$ cat src/eag_cfg.svh
// eag_cfg.svh: offsets, field positions, reset values and literal widths
// assumes: included by bare name wherever these constants are needed
`ifndef EAG_CFG_SVH
`define EAG_CFG_SVH

// ----------------------------------------------------------------------
// register byte offsets on the apb port
// ----------------------------------------------------------------------
`define EAG_OFS_MODCTL   8'h00
`define EAG_OFS_XSTART   8'h04
`define EAG_OFS_XEND     8'h08
`define EAG_OFS_YSTART   8'h0C
`define EAG_OFS_YEND     8'h10
`define EAG_OFS_BREV     8'h14
`define EAG_OFS_LASTEA   8'h18
`define EAG_PTR_BASE     2'b01
`define EAG_PTR_IDX_MSB  5
`define EAG_PTR_IDX_LSB  2
`define EAG_PTR_SEL_MSB  7
`define EAG_PTR_SEL_LSB  6

// ----------------------------------------------------------------------
// modulo_control fields
// ----------------------------------------------------------------------
`define EAG_XSEL_MSB     3
`define EAG_XSEL_LSB     0
`define EAG_YSEL_MSB     7
`define EAG_YSEL_LSB     4
`define EAG_BSEL_MSB     11
`define EAG_BSEL_LSB     8
`define EAG_XEN_BIT      15
`define EAG_YEN_BIT      14
`define EAG_SEL_NONE     4'hF

// ----------------------------------------------------------------------
// bit-reverse control fields
// ----------------------------------------------------------------------
`define EAG_BREN_BIT     15
`define EAG_XB_MSB       14

// ----------------------------------------------------------------------
// reset values
// ----------------------------------------------------------------------
`define EAG_MODCTL_RST   16'h0FFF
`define EAG_ZERO16       16'h0000

// ----------------------------------------------------------------------
// literal field widths and mac pointer range
// ----------------------------------------------------------------------
`define EAG_NEAR_BITS    13
`define EAG_LIT5_BITS    5
`define EAG_LIT10_BITS   10
`define EAG_LIT14_BITS   14
`define EAG_MAC_X0       4'd8
`define EAG_MAC_X1       4'd9
`define EAG_MAC_Y0       4'd10
`define EAG_MAC_Y1       4'd11

`endif

$ cat src/eag_pkg.sv
// eag_pkg.sv: types shared by the address generator and its users
// assumes: nothing beyond a systemverilog compiler
package eag_pkg;

  // addressing mode supplied by the instruction decoder
  typedef enum logic [3:0] {
    MODE_FILE     = 4'h0,
    MODE_DIRECT   = 4'h1,
    MODE_LIT      = 4'h2,
    MODE_IND      = 4'h3,
    MODE_POST     = 4'h4,
    MODE_PRE      = 4'h5,
    MODE_ROFS     = 4'h6,
    MODE_LOFS     = 4'h7,
    MODE_MAC_IND  = 4'h8,
    MODE_MAC_POST = 4'h9,
    MODE_MAC_IDX  = 4'hA
  } mode_type;

  // which generator serves the access
  typedef enum logic [1:0] {
    GEN_XRD = 2'h0,
    GEN_XWR = 2'h1,
    GEN_Y   = 2'h2
  } gen_type;

  // literal field width
  typedef enum logic [1:0] {
    LIT_U5  = 2'h0,
    LIT_U10 = 2'h1,
    LIT_U14 = 2'h2,
    LIT_S16 = 2'h3
  } lit_type;

endpackage

$ cat src/effective_address_generator.sv
// effective_address_generator.sv: effective-address datapath with pointer file,
// modulo correction, bit-reversed writes and an apb register slave
// assumes: decoder requests arrive on pclk; apb master on pclk
//
// What this block does
// RL1: file direct takes 13-bit near address
// RL2: first operand from base register, second register/literal
// RL3: accept 5-bit and 10-bit literal fields
// RL4: plain indirect: address is pointer, unchanged
// RL5: post-modify: old pointer addresses, then stepped
// RL6: pre-modify: pointer stepped first, new addresses
// RL7: register offset: pointer plus base register
// RL8: literal offset: pointer plus instruction literal
// RL9: move sides share one 4-bit offset field
// RL10: mac pointers 8..11; 8,9 X, 10,11 Y
// RL11: mac indexed only on registers 9 and 11
// RL12: mac indirect, indexed, post-step 2/4/6 only
// RL13: branch 16-bit signed, disable 14-bit unsigned literal
// RL14: one circular buffer each in X, Y
// RL15: power-of-two buffers check both boundaries
// RL16: buffers set by 16-bit start/end registers
// RL17: Y modulo addresses keep bit 0 clear
// RL18: select value 15 turns modulo off
// RL19: X modulo needs select not 15, bit 15
// RL20: Y modulo needs select not 15, bit 14
// RL21: boundary test is beyond limit, not equal
// RL22: write back corrected pointer only when modifying
// RL23: bit-reverse only X writes, modifier reversed
// RL24: wrap by overshoot from opposite boundary
//
// Added by the designer: the APB register port and the placing of the registers.
`timescale 1ns/1ps
`include "eag_cfg.svh"

module effective_address_generator #(
  parameter int W = 16
) (
  // apb slave
  input  wire logic               pclk,
  input  wire logic               presetn,
  input  wire logic               psel,
  input  wire logic               penable,
  input  wire logic               pwrite,
  input  wire logic [7:0]         paddr,
  input  wire logic [31:0]        pwdata,
  output logic      [31:0]        prdata,
  output logic                    pready,
  output logic                    pslverr,
  // decoder request
  input  wire logic               req_valid,
  input  wire eag_pkg::gen_type   req_gen,
  input  wire eag_pkg::mode_type  req_mode,
  input  wire logic [3:0]         req_ptr,
  input  wire logic [3:0]         req_base,
  input  wire logic [W-1:0]       req_lit,
  input  wire eag_pkg::lit_type   req_lit_width,
  input  wire logic [W-1:0]       req_step,
  input  wire logic [1:0]         req_mac_step,
  // result towards the data memory ports
  output logic                    ea_valid_q,
  output logic [W-1:0]            ea_addr_q,
  output logic                    ea_ydata_q,
  output logic                    ea_fault_q,
  output logic [W-1:0]            opnd1_q,
  output logic [W-1:0]            opnd2_q
);
  import eag_pkg::*;

  // ----------------------------------------------------------------------
  // helper functions
  // ----------------------------------------------------------------------
  // extend a literal field to the data width
  function automatic logic [W-1:0] lit_ext(input logic [W-1:0] l, input lit_type k);
    logic [W-1:0] r;
    r = '0;
    unique case (k)
      LIT_U5:  r[`EAG_LIT5_BITS-1:0] = l[`EAG_LIT5_BITS-1:0];   // see RL3 RL2
      LIT_U10: r[`EAG_LIT10_BITS-1:0] = l[`EAG_LIT10_BITS-1:0]; // see RL3
      LIT_U14: r[`EAG_LIT14_BITS-1:0] = l[`EAG_LIT14_BITS-1:0]; // see RL13
      LIT_S16: r = l;                                           // see RL13
    endcase
    return r;
  endfunction

  // circular correction: wrap by the overshoot from the far boundary
  function automatic logic [W-1:0] mod_fix(input logic [W-1:0] a, input logic [W-1:0] s,
                                           input logic [W-1:0] e, input logic up);
    logic [W-1:0] len;
    logic         both;
    logic [W-1:0] r;
    len  = e - s + {{(W-1){1'b0}}, 1'b1};                       // see RL16
    both = ((len & (len - {{(W-1){1'b0}}, 1'b1})) == '0);       // see RL15
    r    = a;
    if ((a > e) && (up || both))                                // see RL21
      r = a - len;                                              // see RL24
    else if ((a < s) && (!up || both))
      r = a + len;                                              // see RL24
    return r;
  endfunction

  // reverse the bit order of a word
  function automatic logic [W-1:0] rev(input logic [W-1:0] v);
    logic [W-1:0] r;
    r = '0;
    for (int i = 0; i < W; i++) begin
      r[i] = v[W-1-i];
    end
    return r;
  endfunction

  // ----------------------------------------------------------------------
  // registers
  // ----------------------------------------------------------------------
  logic [W-1:0] modctl_q;
  logic [W-1:0] xstart_q;
  logic [W-1:0] xend_q;
  logic [W-1:0] ystart_q;
  logic [W-1:0] yend_q;
  logic [W-1:0] brev_q;
  logic [W-1:0] pfile_q [16];

  // apb decode: setup phase computes the answer, access phase completes it
  logic         setup;
  logic         apb_wr;
  logic         ptr_hit;
  logic         mapped;
  logic [3:0]   ptr_idx;
  logic [W-1:0] rd_v;

  assign setup   = psel && !penable;
  assign apb_wr  = psel && penable && pready && pwrite && !pslverr;
  assign ptr_hit = (paddr[`EAG_PTR_SEL_MSB:`EAG_PTR_SEL_LSB] == `EAG_PTR_BASE)
                   && (paddr[1:0] == 2'b00);
  assign ptr_idx = paddr[`EAG_PTR_IDX_MSB:`EAG_PTR_IDX_LSB];

  // read mux and address map
  always_comb begin
    mapped = 1'b1;
    rd_v   = '0;
    if (ptr_hit) begin
      rd_v = pfile_q[ptr_idx];
    end else begin
      unique case (paddr)
        `EAG_OFS_MODCTL: rd_v = modctl_q;
        `EAG_OFS_XSTART: rd_v = xstart_q;
        `EAG_OFS_XEND:   rd_v = xend_q;
        `EAG_OFS_YSTART: rd_v = ystart_q;
        `EAG_OFS_YEND:   rd_v = yend_q;
        `EAG_OFS_BREV:   rd_v = brev_q;
        `EAG_OFS_LASTEA: rd_v = ea_addr_q;
        default:         mapped = 1'b0;
      endcase
    end
  end

  // apb answer: ready one cycle after setup, error on unmapped address
  always_ff @(posedge pclk or negedge presetn) begin
    if (!presetn) begin
      pready  <= 1'b0;
      pslverr <= 1'b0;
      prdata  <= 32'h0000_0000;
    end else begin
      pready  <= setup;
      pslverr <= setup && !mapped;
      prdata  <= setup ? {16'h0000, rd_v} : 32'h0000_0000;
    end
  end

  // control registers, written at the completing access edge
  always_ff @(posedge pclk or negedge presetn) begin
    if (!presetn) begin
      modctl_q <= `EAG_MODCTL_RST;
      xstart_q <= `EAG_ZERO16;
      xend_q   <= `EAG_ZERO16;
      ystart_q <= `EAG_ZERO16;
      yend_q   <= `EAG_ZERO16;
      brev_q   <= `EAG_ZERO16;
    end else if (apb_wr && !ptr_hit) begin
      unique case (paddr)
        `EAG_OFS_MODCTL: modctl_q <= pwdata[W-1:0];
        `EAG_OFS_XSTART: xstart_q <= pwdata[W-1:0];   // see RL16
        `EAG_OFS_XEND:   xend_q   <= pwdata[W-1:0];   // see RL16
        `EAG_OFS_YSTART: ystart_q <= pwdata[W-1:0];
        `EAG_OFS_YEND:   yend_q   <= pwdata[W-1:0];
        `EAG_OFS_BREV:   brev_q   <= pwdata[W-1:0];
        default: ;
      endcase
    end
  end

  // ----------------------------------------------------------------------
  // address datapath
  // ----------------------------------------------------------------------
  logic [W-1:0] ptr_v;
  logic [W-1:0] base_v;
  logic [W-1:0] lit_v;
  logic [W-1:0] step_v;
  logic [W-1:0] ea_d;
  logic [W-1:0] newptr_d;
  logic         wrbk_d;
  logic         uses_ptr;
  logic         fault_d;
  logic         ydata_d;
  logic         mod_x_act;
  logic         mod_y_act;
  logic         brev_act;
  logic         is_mac;
  gen_type      gen_v;

  assign ptr_v  = pfile_q[req_ptr];
  assign base_v = pfile_q[req_base];      // one shared offset field, see RL9 RL2
  assign lit_v  = lit_ext(req_lit, req_lit_width);
  assign is_mac = (req_mode == MODE_MAC_IND) || (req_mode == MODE_MAC_POST)
                  || (req_mode == MODE_MAC_IDX);
  // modulo only where a pointer forms the address, never for direct or literal forms
  assign uses_ptr = (req_mode != MODE_FILE) && (req_mode != MODE_DIRECT)
                    && (req_mode != MODE_LIT);

  // mac pointers route by register number
  always_comb begin
    gen_v   = req_gen;
    fault_d = 1'b0;
    if (is_mac) begin
      if (req_ptr == `EAG_MAC_X0 || req_ptr == `EAG_MAC_X1)
        gen_v = GEN_XRD;                                        // see RL10
      else if (req_ptr == `EAG_MAC_Y0 || req_ptr == `EAG_MAC_Y1)
        gen_v = GEN_Y;                                          // see RL10
      else
        fault_d = 1'b1;                                         // see RL10
      if (req_mode == MODE_MAC_IDX && req_ptr != `EAG_MAC_X1 && req_ptr != `EAG_MAC_Y1)
        fault_d = 1'b1;                                         // see RL11
      if (req_mode == MODE_MAC_POST && req_mac_step == 2'd0)
        fault_d = 1'b1;                                         // see RL12
    end
  end

  // one X and one Y buffer, each keyed to one selected pointer
  assign mod_x_act = uses_ptr && (gen_v != GEN_Y) && modctl_q[`EAG_XEN_BIT]
                     && (modctl_q[`EAG_XSEL_MSB:`EAG_XSEL_LSB] != `EAG_SEL_NONE)
                     && (req_ptr == modctl_q[`EAG_XSEL_MSB:`EAG_XSEL_LSB]);  // see RL19 RL18 RL14
  assign mod_y_act = uses_ptr && (gen_v == GEN_Y) && modctl_q[`EAG_YEN_BIT]
                     && (modctl_q[`EAG_YSEL_MSB:`EAG_YSEL_LSB] != `EAG_SEL_NONE)
                     && (req_ptr == modctl_q[`EAG_YSEL_MSB:`EAG_YSEL_LSB]);  // see RL20 RL18 RL14
  // bit-reverse wins over modulo, on X writes with modifying modes only
  assign brev_act  = (gen_v == GEN_XWR) && brev_q[`EAG_BREN_BIT]
                     && (modctl_q[`EAG_BSEL_MSB:`EAG_BSEL_LSB] != `EAG_SEL_NONE)
                     && (req_ptr == modctl_q[`EAG_BSEL_MSB:`EAG_BSEL_LSB])
                     && (req_mode == MODE_PRE || req_mode == MODE_POST);     // see RL23

  // modifier: decoder step, or 2/4/6 for mac post-step
  assign step_v = (req_mode == MODE_MAC_POST)
                  ? {{(W-3){1'b0}}, req_mac_step, 1'b0} : req_step;         // see RL12

  // effective address, new pointer and write-back decision
  always_comb begin
    logic [W-1:0] add_v;
    logic [W-1:0] raw_v;
    logic [W-1:0] cor_v;
    add_v    = '0;
    raw_v    = ptr_v;
    cor_v    = ptr_v;
    ea_d     = ptr_v;
    newptr_d = ptr_v;
    wrbk_d   = 1'b0;
    ydata_d  = (gen_v == GEN_Y);
    unique case (req_mode)
      MODE_FILE:                 ea_d = {{(W-`EAG_NEAR_BITS){1'b0}},
                                         req_lit[`EAG_NEAR_BITS-1:0]};      // see RL1
      MODE_DIRECT, MODE_LIT:     ea_d = '0;
      MODE_IND, MODE_MAC_IND:    add_v = '0;                                // see RL4 RL12
      MODE_POST, MODE_MAC_POST:  add_v = step_v;                            // see RL5
      MODE_PRE:                  add_v = step_v;                            // see RL6
      MODE_ROFS, MODE_MAC_IDX:   add_v = base_v;                            // see RL7 RL11
      MODE_LOFS:                 add_v = lit_v;                             // see RL8
      default:                   add_v = '0;
    endcase
    raw_v = ptr_v + add_v;
    cor_v = raw_v;
    if (mod_x_act)
      cor_v = mod_fix(raw_v, xstart_q, xend_q, !add_v[W-1]);
    else if (mod_y_act)
      cor_v = mod_fix(raw_v, ystart_q, yend_q, !add_v[W-1]) & ~{{(W-1){1'b0}}, 1'b1}; // see RL17
    if (brev_act)
      cor_v = rev(rev(ptr_v) + rev({brev_q[`EAG_XB_MSB:0], 1'b0}))
              & ~{{(W-1){1'b0}}, 1'b1};                                     // see RL23
    unique case (req_mode)
      MODE_POST, MODE_MAC_POST: begin
        ea_d     = ptr_v;                                                   // see RL5
        newptr_d = cor_v;
        wrbk_d   = !fault_d;                                                // see RL22
      end
      MODE_PRE: begin
        ea_d     = cor_v;                                                   // see RL6
        newptr_d = cor_v;
        wrbk_d   = 1'b1;                                                    // see RL22
      end
      MODE_IND, MODE_MAC_IND, MODE_ROFS, MODE_LOFS, MODE_MAC_IDX:
        ea_d = cor_v;                                 // pointer untouched, see RL22 RL4
      default: ;
    endcase
  end

  // pointer file: datapath write-back wins over an apb write to the same entry
  always_ff @(posedge pclk or negedge presetn) begin
    if (!presetn) begin
      for (int i = 0; i < 16; i++) begin
        pfile_q[i] <= `EAG_ZERO16;
      end
    end else begin
      if (apb_wr && ptr_hit)
        pfile_q[ptr_idx] <= pwdata[W-1:0];
      if (req_valid && wrbk_d)
        pfile_q[req_ptr] <= newptr_d;                                       // see RL22
    end
  end

  // result registers, one cycle after the request
  always_ff @(posedge pclk or negedge presetn) begin
    if (!presetn) begin
      ea_valid_q <= 1'b0;
      ea_addr_q  <= `EAG_ZERO16;
      ea_ydata_q <= 1'b0;
      ea_fault_q <= 1'b0;
      opnd1_q    <= `EAG_ZERO16;
      opnd2_q    <= `EAG_ZERO16;
    end else begin
      ea_valid_q <= req_valid;
      if (req_valid) begin
        ea_addr_q  <= ea_d;
        ea_ydata_q <= ydata_d;
        ea_fault_q <= fault_d;
        opnd1_q    <= base_v;                                               // see RL2
        opnd2_q    <= (req_mode == MODE_LIT) ? lit_v : ptr_v;               // see RL2 RL3
      end
    end
  end
endmodule // effective_address_generator

$ cat config.mk
export PLATFORM = sky130hd
export DESIGN_NAME = effective_address_generator
export DESIGN_NICKNAME = d
export VERILOG_FILES = /design/src/eag_pkg.sv /design/src/effective_address_generator.sv
export VERILOG_INCLUDE_DIRS = /design/src
export SDC_FILE = /design/constraint.sdc
export NUM_CORES = 2
export LEC_CHECK = 0
export BUFFER_PORTS_ARGS = -buffer_cell sky130_fd_sc_hd__buf_2
export CAP_MARGIN = 20
export CORE_ASPECT_RATIO = 0.9
export CORE_MARGIN = 10
export CORE_UTILIZATION = 38
export DETAILED_ROUTE_END_ITERATION = 6
export GPL_TIMING_DRIVEN = 0
export PLACE_DENSITY_LB_ADDON = 0.1
export SKIP_CTS_REPAIR_TIMING = 1
export SLEW_MARGIN = 30
export SYNTH_ARGS = -nofsm -noshare
export SYNTH_HDL_FRONTEND = slang
export SYNTH_SLANG_ARGS = --single-unit
export TNS_END_PERCENT = 30
$ cat constraint.sdc
create_clock -name pclk -period 7.45 [get_ports pclk]
set_clock_uncertainty 0.1 [all_clocks]
set_input_delay 1.8625 -clock pclk [delete_from_list [all_inputs] [get_ports pclk]]
set_output_delay 1.8625 -clock pclk [all_outputs]
set_load 0.005 [all_outputs]
==> qor.csv <==
metric,value,unit
drt-pass1-iter-count,7,
ctsLongestPathBuffers,3,
finalSetupViolations,272,
layout-drive-gt1-share,0.279,
cts_tree,built,
maxCapViolCount,0,
finalWorstSetupSlack,-1.57,ns
max_freq,111,MHz
numPortBuffers,136,
path_class,input port to flip-flop,
synthArstFlopShare,1.00,
grt-ovfl-total,0,
end_kind,flip-flop,
grt_max_degree,78,
post-place-ws,-4.30,ns
detail-route-antenna-nets,0,
ys_seq_elements,421,
final_cell_mix,"dfrtp_1 (409), nor2_1 (305), a21oi_1 (281), mux4_2 (240), nand2_1 (223)",
hold_class,flip-flop to flip-flop,
power_leakage,18.5,nW
final_core_util,0.462,
critPathRequiredTime,7.82,ns
largest_register_ffs,256,
path_clk_slew,0.06,ns
outcome,"finished, violations left",
reg2reg_setup_slack,-0.33,ns
routed_via_density,6.51,
worstSetupStartpointType,input port,
antenna_found_initial,7,
slew-limit-headroom,0.287,
hold_violations,0,
fillerInstances,8900,
cts_root_buf,clkbuf_16,
hold_ws,0.406,ns
first_iter_violations,4855,
cts_buffers,48,
area_growth,20.4,%
wl_per_cell,32.2,µm
clock_latency,0.62,ns
ys_types,106,
powerDensity,215,nW/µm²
critPathMaxFanout,10,
synthFlopType,dfrtp_1,
stdcell_count,5213,
place.gp.congestion,1.00,
dpl.hpwl,134000,µm
final_common_cell,dfrtp_1,
dp_cells,5007,
crit_slowest_cell,mux4_2,
avgSynthCellArea,9.72,µm²
total_power,0.00908,W
num_rows,105,
yosys_warnings,0,
max_stage_delay,0.52,ns
die_h,308,µm
drv_slew,0,
grt_usage,0.305,
grt_pass1_wl,235000,µm
io_pins,181,
htree_levels,2,
fin_nets,4252,
rsz0062_at_grt,true,
vias,33900,
seq_area,10600,µm²
die_w,340,µm
multiInputGateArea,24100,µm²
ys_seq_area_frac,0.301,
ir_drop,0.140,mV
cts.sink_count,421,
drcViolationCount,11,
critPathBufInv,6,
violations,"DRC, setup timing",
initial_core_util,0.384,
finalCriticalPeriod,9.02,ns
grt_pass1_vias,31000,
fin_crit_sh,1.21,
core,91400,µm²
worst_pin_slew,1.07,ns
path_delay_family,compound AO/OA/AOI/OAI gates,
regMostFlops,pfile_q,
die_area,105000,µm²
worstPathArrival,9.38,ns
post_synth_instance_area,35100,µm²
wirelength,168000,µm
synth_edf_count,0,
synth_cells,3611,
area by class of cell:
| class | instances | area share |
|---|---|---|
| Timing Repair Buffer | 272 | 0.0485 |
| Multi-Input combinational cell | 2755 | 0.571 |
| Sequential cell | 421 | 0.250 |
| Buffer | 298 | 0.0433 |
| Antenna cell | 3 | 0.000178 |
| Clock inverter | 10 | 0.00302 |
| Inverter | 150 | 0.0135 |
| Tap cell | 1230 | 0.0364 |
| Clock buffer | 74 | 0.0345 |
path summary, 6_finish.rpt:
kind,start,end,depth (start not counted)
min in group asynchronous,presetn,pfile_q[186]$_DFF_PN0_,1
max in group asynchronous,presetn,modctl_q[9]$_DFFE_PN1P_,4
hold / removal,opnd1_q[9]$_DFFE_PN0P_,opnd1_q[9]$_DFFE_PN0P_,1
setup reg to reg,pfile_q[128]$_DFF_PN0_,pfile_q[211]$_DFF_PN0_,30
setup / recovery,req_ptr[3],pfile_q[211]$_DFF_PN0_,28
hold reg to reg,opnd1_q[9]$_DFFE_PN0P_,opnd1_q[9]$_DFFE_PN0P_,1
per-stage QoR:
stage / TNS (ns) / cell area, µm²
2_1_floorplan: -189.96 / 35900
3_3_place_gp: -3177.91 / 38100
3_5_place_dp: -1047.55 / 38500
4_1_cts: -886.04 / 40100
5_1_grt: -400.64 / 42300
6_report: -369.37 / 42300
synth_stat cells, types with 12 or more instances:
cell | count | share of area
buf_1 | 23 | 0.0025
nand2b_1 | 32 | 0.0057
nor4_1 | 19 | 0.0034
nand4_1 | 33 | 0.0059
nand3_1 | 61 | 0.0087
o21a_1 | 21 | 0.0045
mux2_2 | 175 | 0.056
mux2i_1 | 27 | 0.0077
xnor2_1 | 58 | 0.014
nor2b_1 | 142 | 0.025
a22o_1 | 15 | 0.0037
a31oi_1 | 37 | 0.0066
or3_1 | 17 | 0.0030
a21oi_2 | 14 | 0.0035
nand2_1 | 226 | 0.024
o31ai_1 | 15 | 0.0032
dfrtp_1 | 409 | 0.29
a22oi_1 | 27 | 0.0058
o21bai_1 | 17 | 0.0036
o21ai_0 | 157 | 0.022
a221oi_1 | 24 | 0.0060
clkbuf_1 | 236 | 0.025
buf_4 | 19 | 0.0041
mux4_2 | 240 | 0.15
nor2_1 | 310 | 0.033
ha_1 | 202 | 0.072
o22ai_1 | 14 | 0.0025
o211ai_1 | 12 | 0.0026
a21oi_1 | 340 | 0.048
inv_1 | 150 | 0.016
a21o_1 | 57 | 0.012
xor2_1 | 33 | 0.0082
dfstp_2 | 12 | 0.0090
buf_2 | 16 | 0.0023
nor3_1 | 43 | 0.0061
a211oi_1 | 142 | 0.030
cells by family after synthesis:
family / Yosys count / share of synthesized area
AO/OA/AOI/OAI: 1037 / 0.197
adder cells (fa/ha/maj): 216 / 0.0783
AND/OR/NAND/NOR: 951 / 0.130
buffers and inverters: 450 / 0.0521
flip-flops: 421 / 0.301
multiplexers: 442 / 0.218
XOR/XNOR: 93 / 0.0238
other: 1 / 0.000107
layer usage:
| layer | wire length, µm | GRT usage | vias to the layer above |
|---|---|---|---|
| li1 | - | - | 14200 |
| met1 | 74200 | 0.457 | 17300 |
| met2 | 67000 | 0.414 | 2122 |
| met3 | 21500 | 0.0931 | 305 |
| met4 | 5210 | 0.0868 | 8 |
| met5 | 43 | 0 | - |
where the power goes:
part           leakage [nW]  switching [W]  internal (W)
combinational          12.5        0.00214       0.00157
clock                 0.784        0.00108       0.00144
sequential             5.27       0.000298       0.00255
Power figures use the tool's default switching activity.
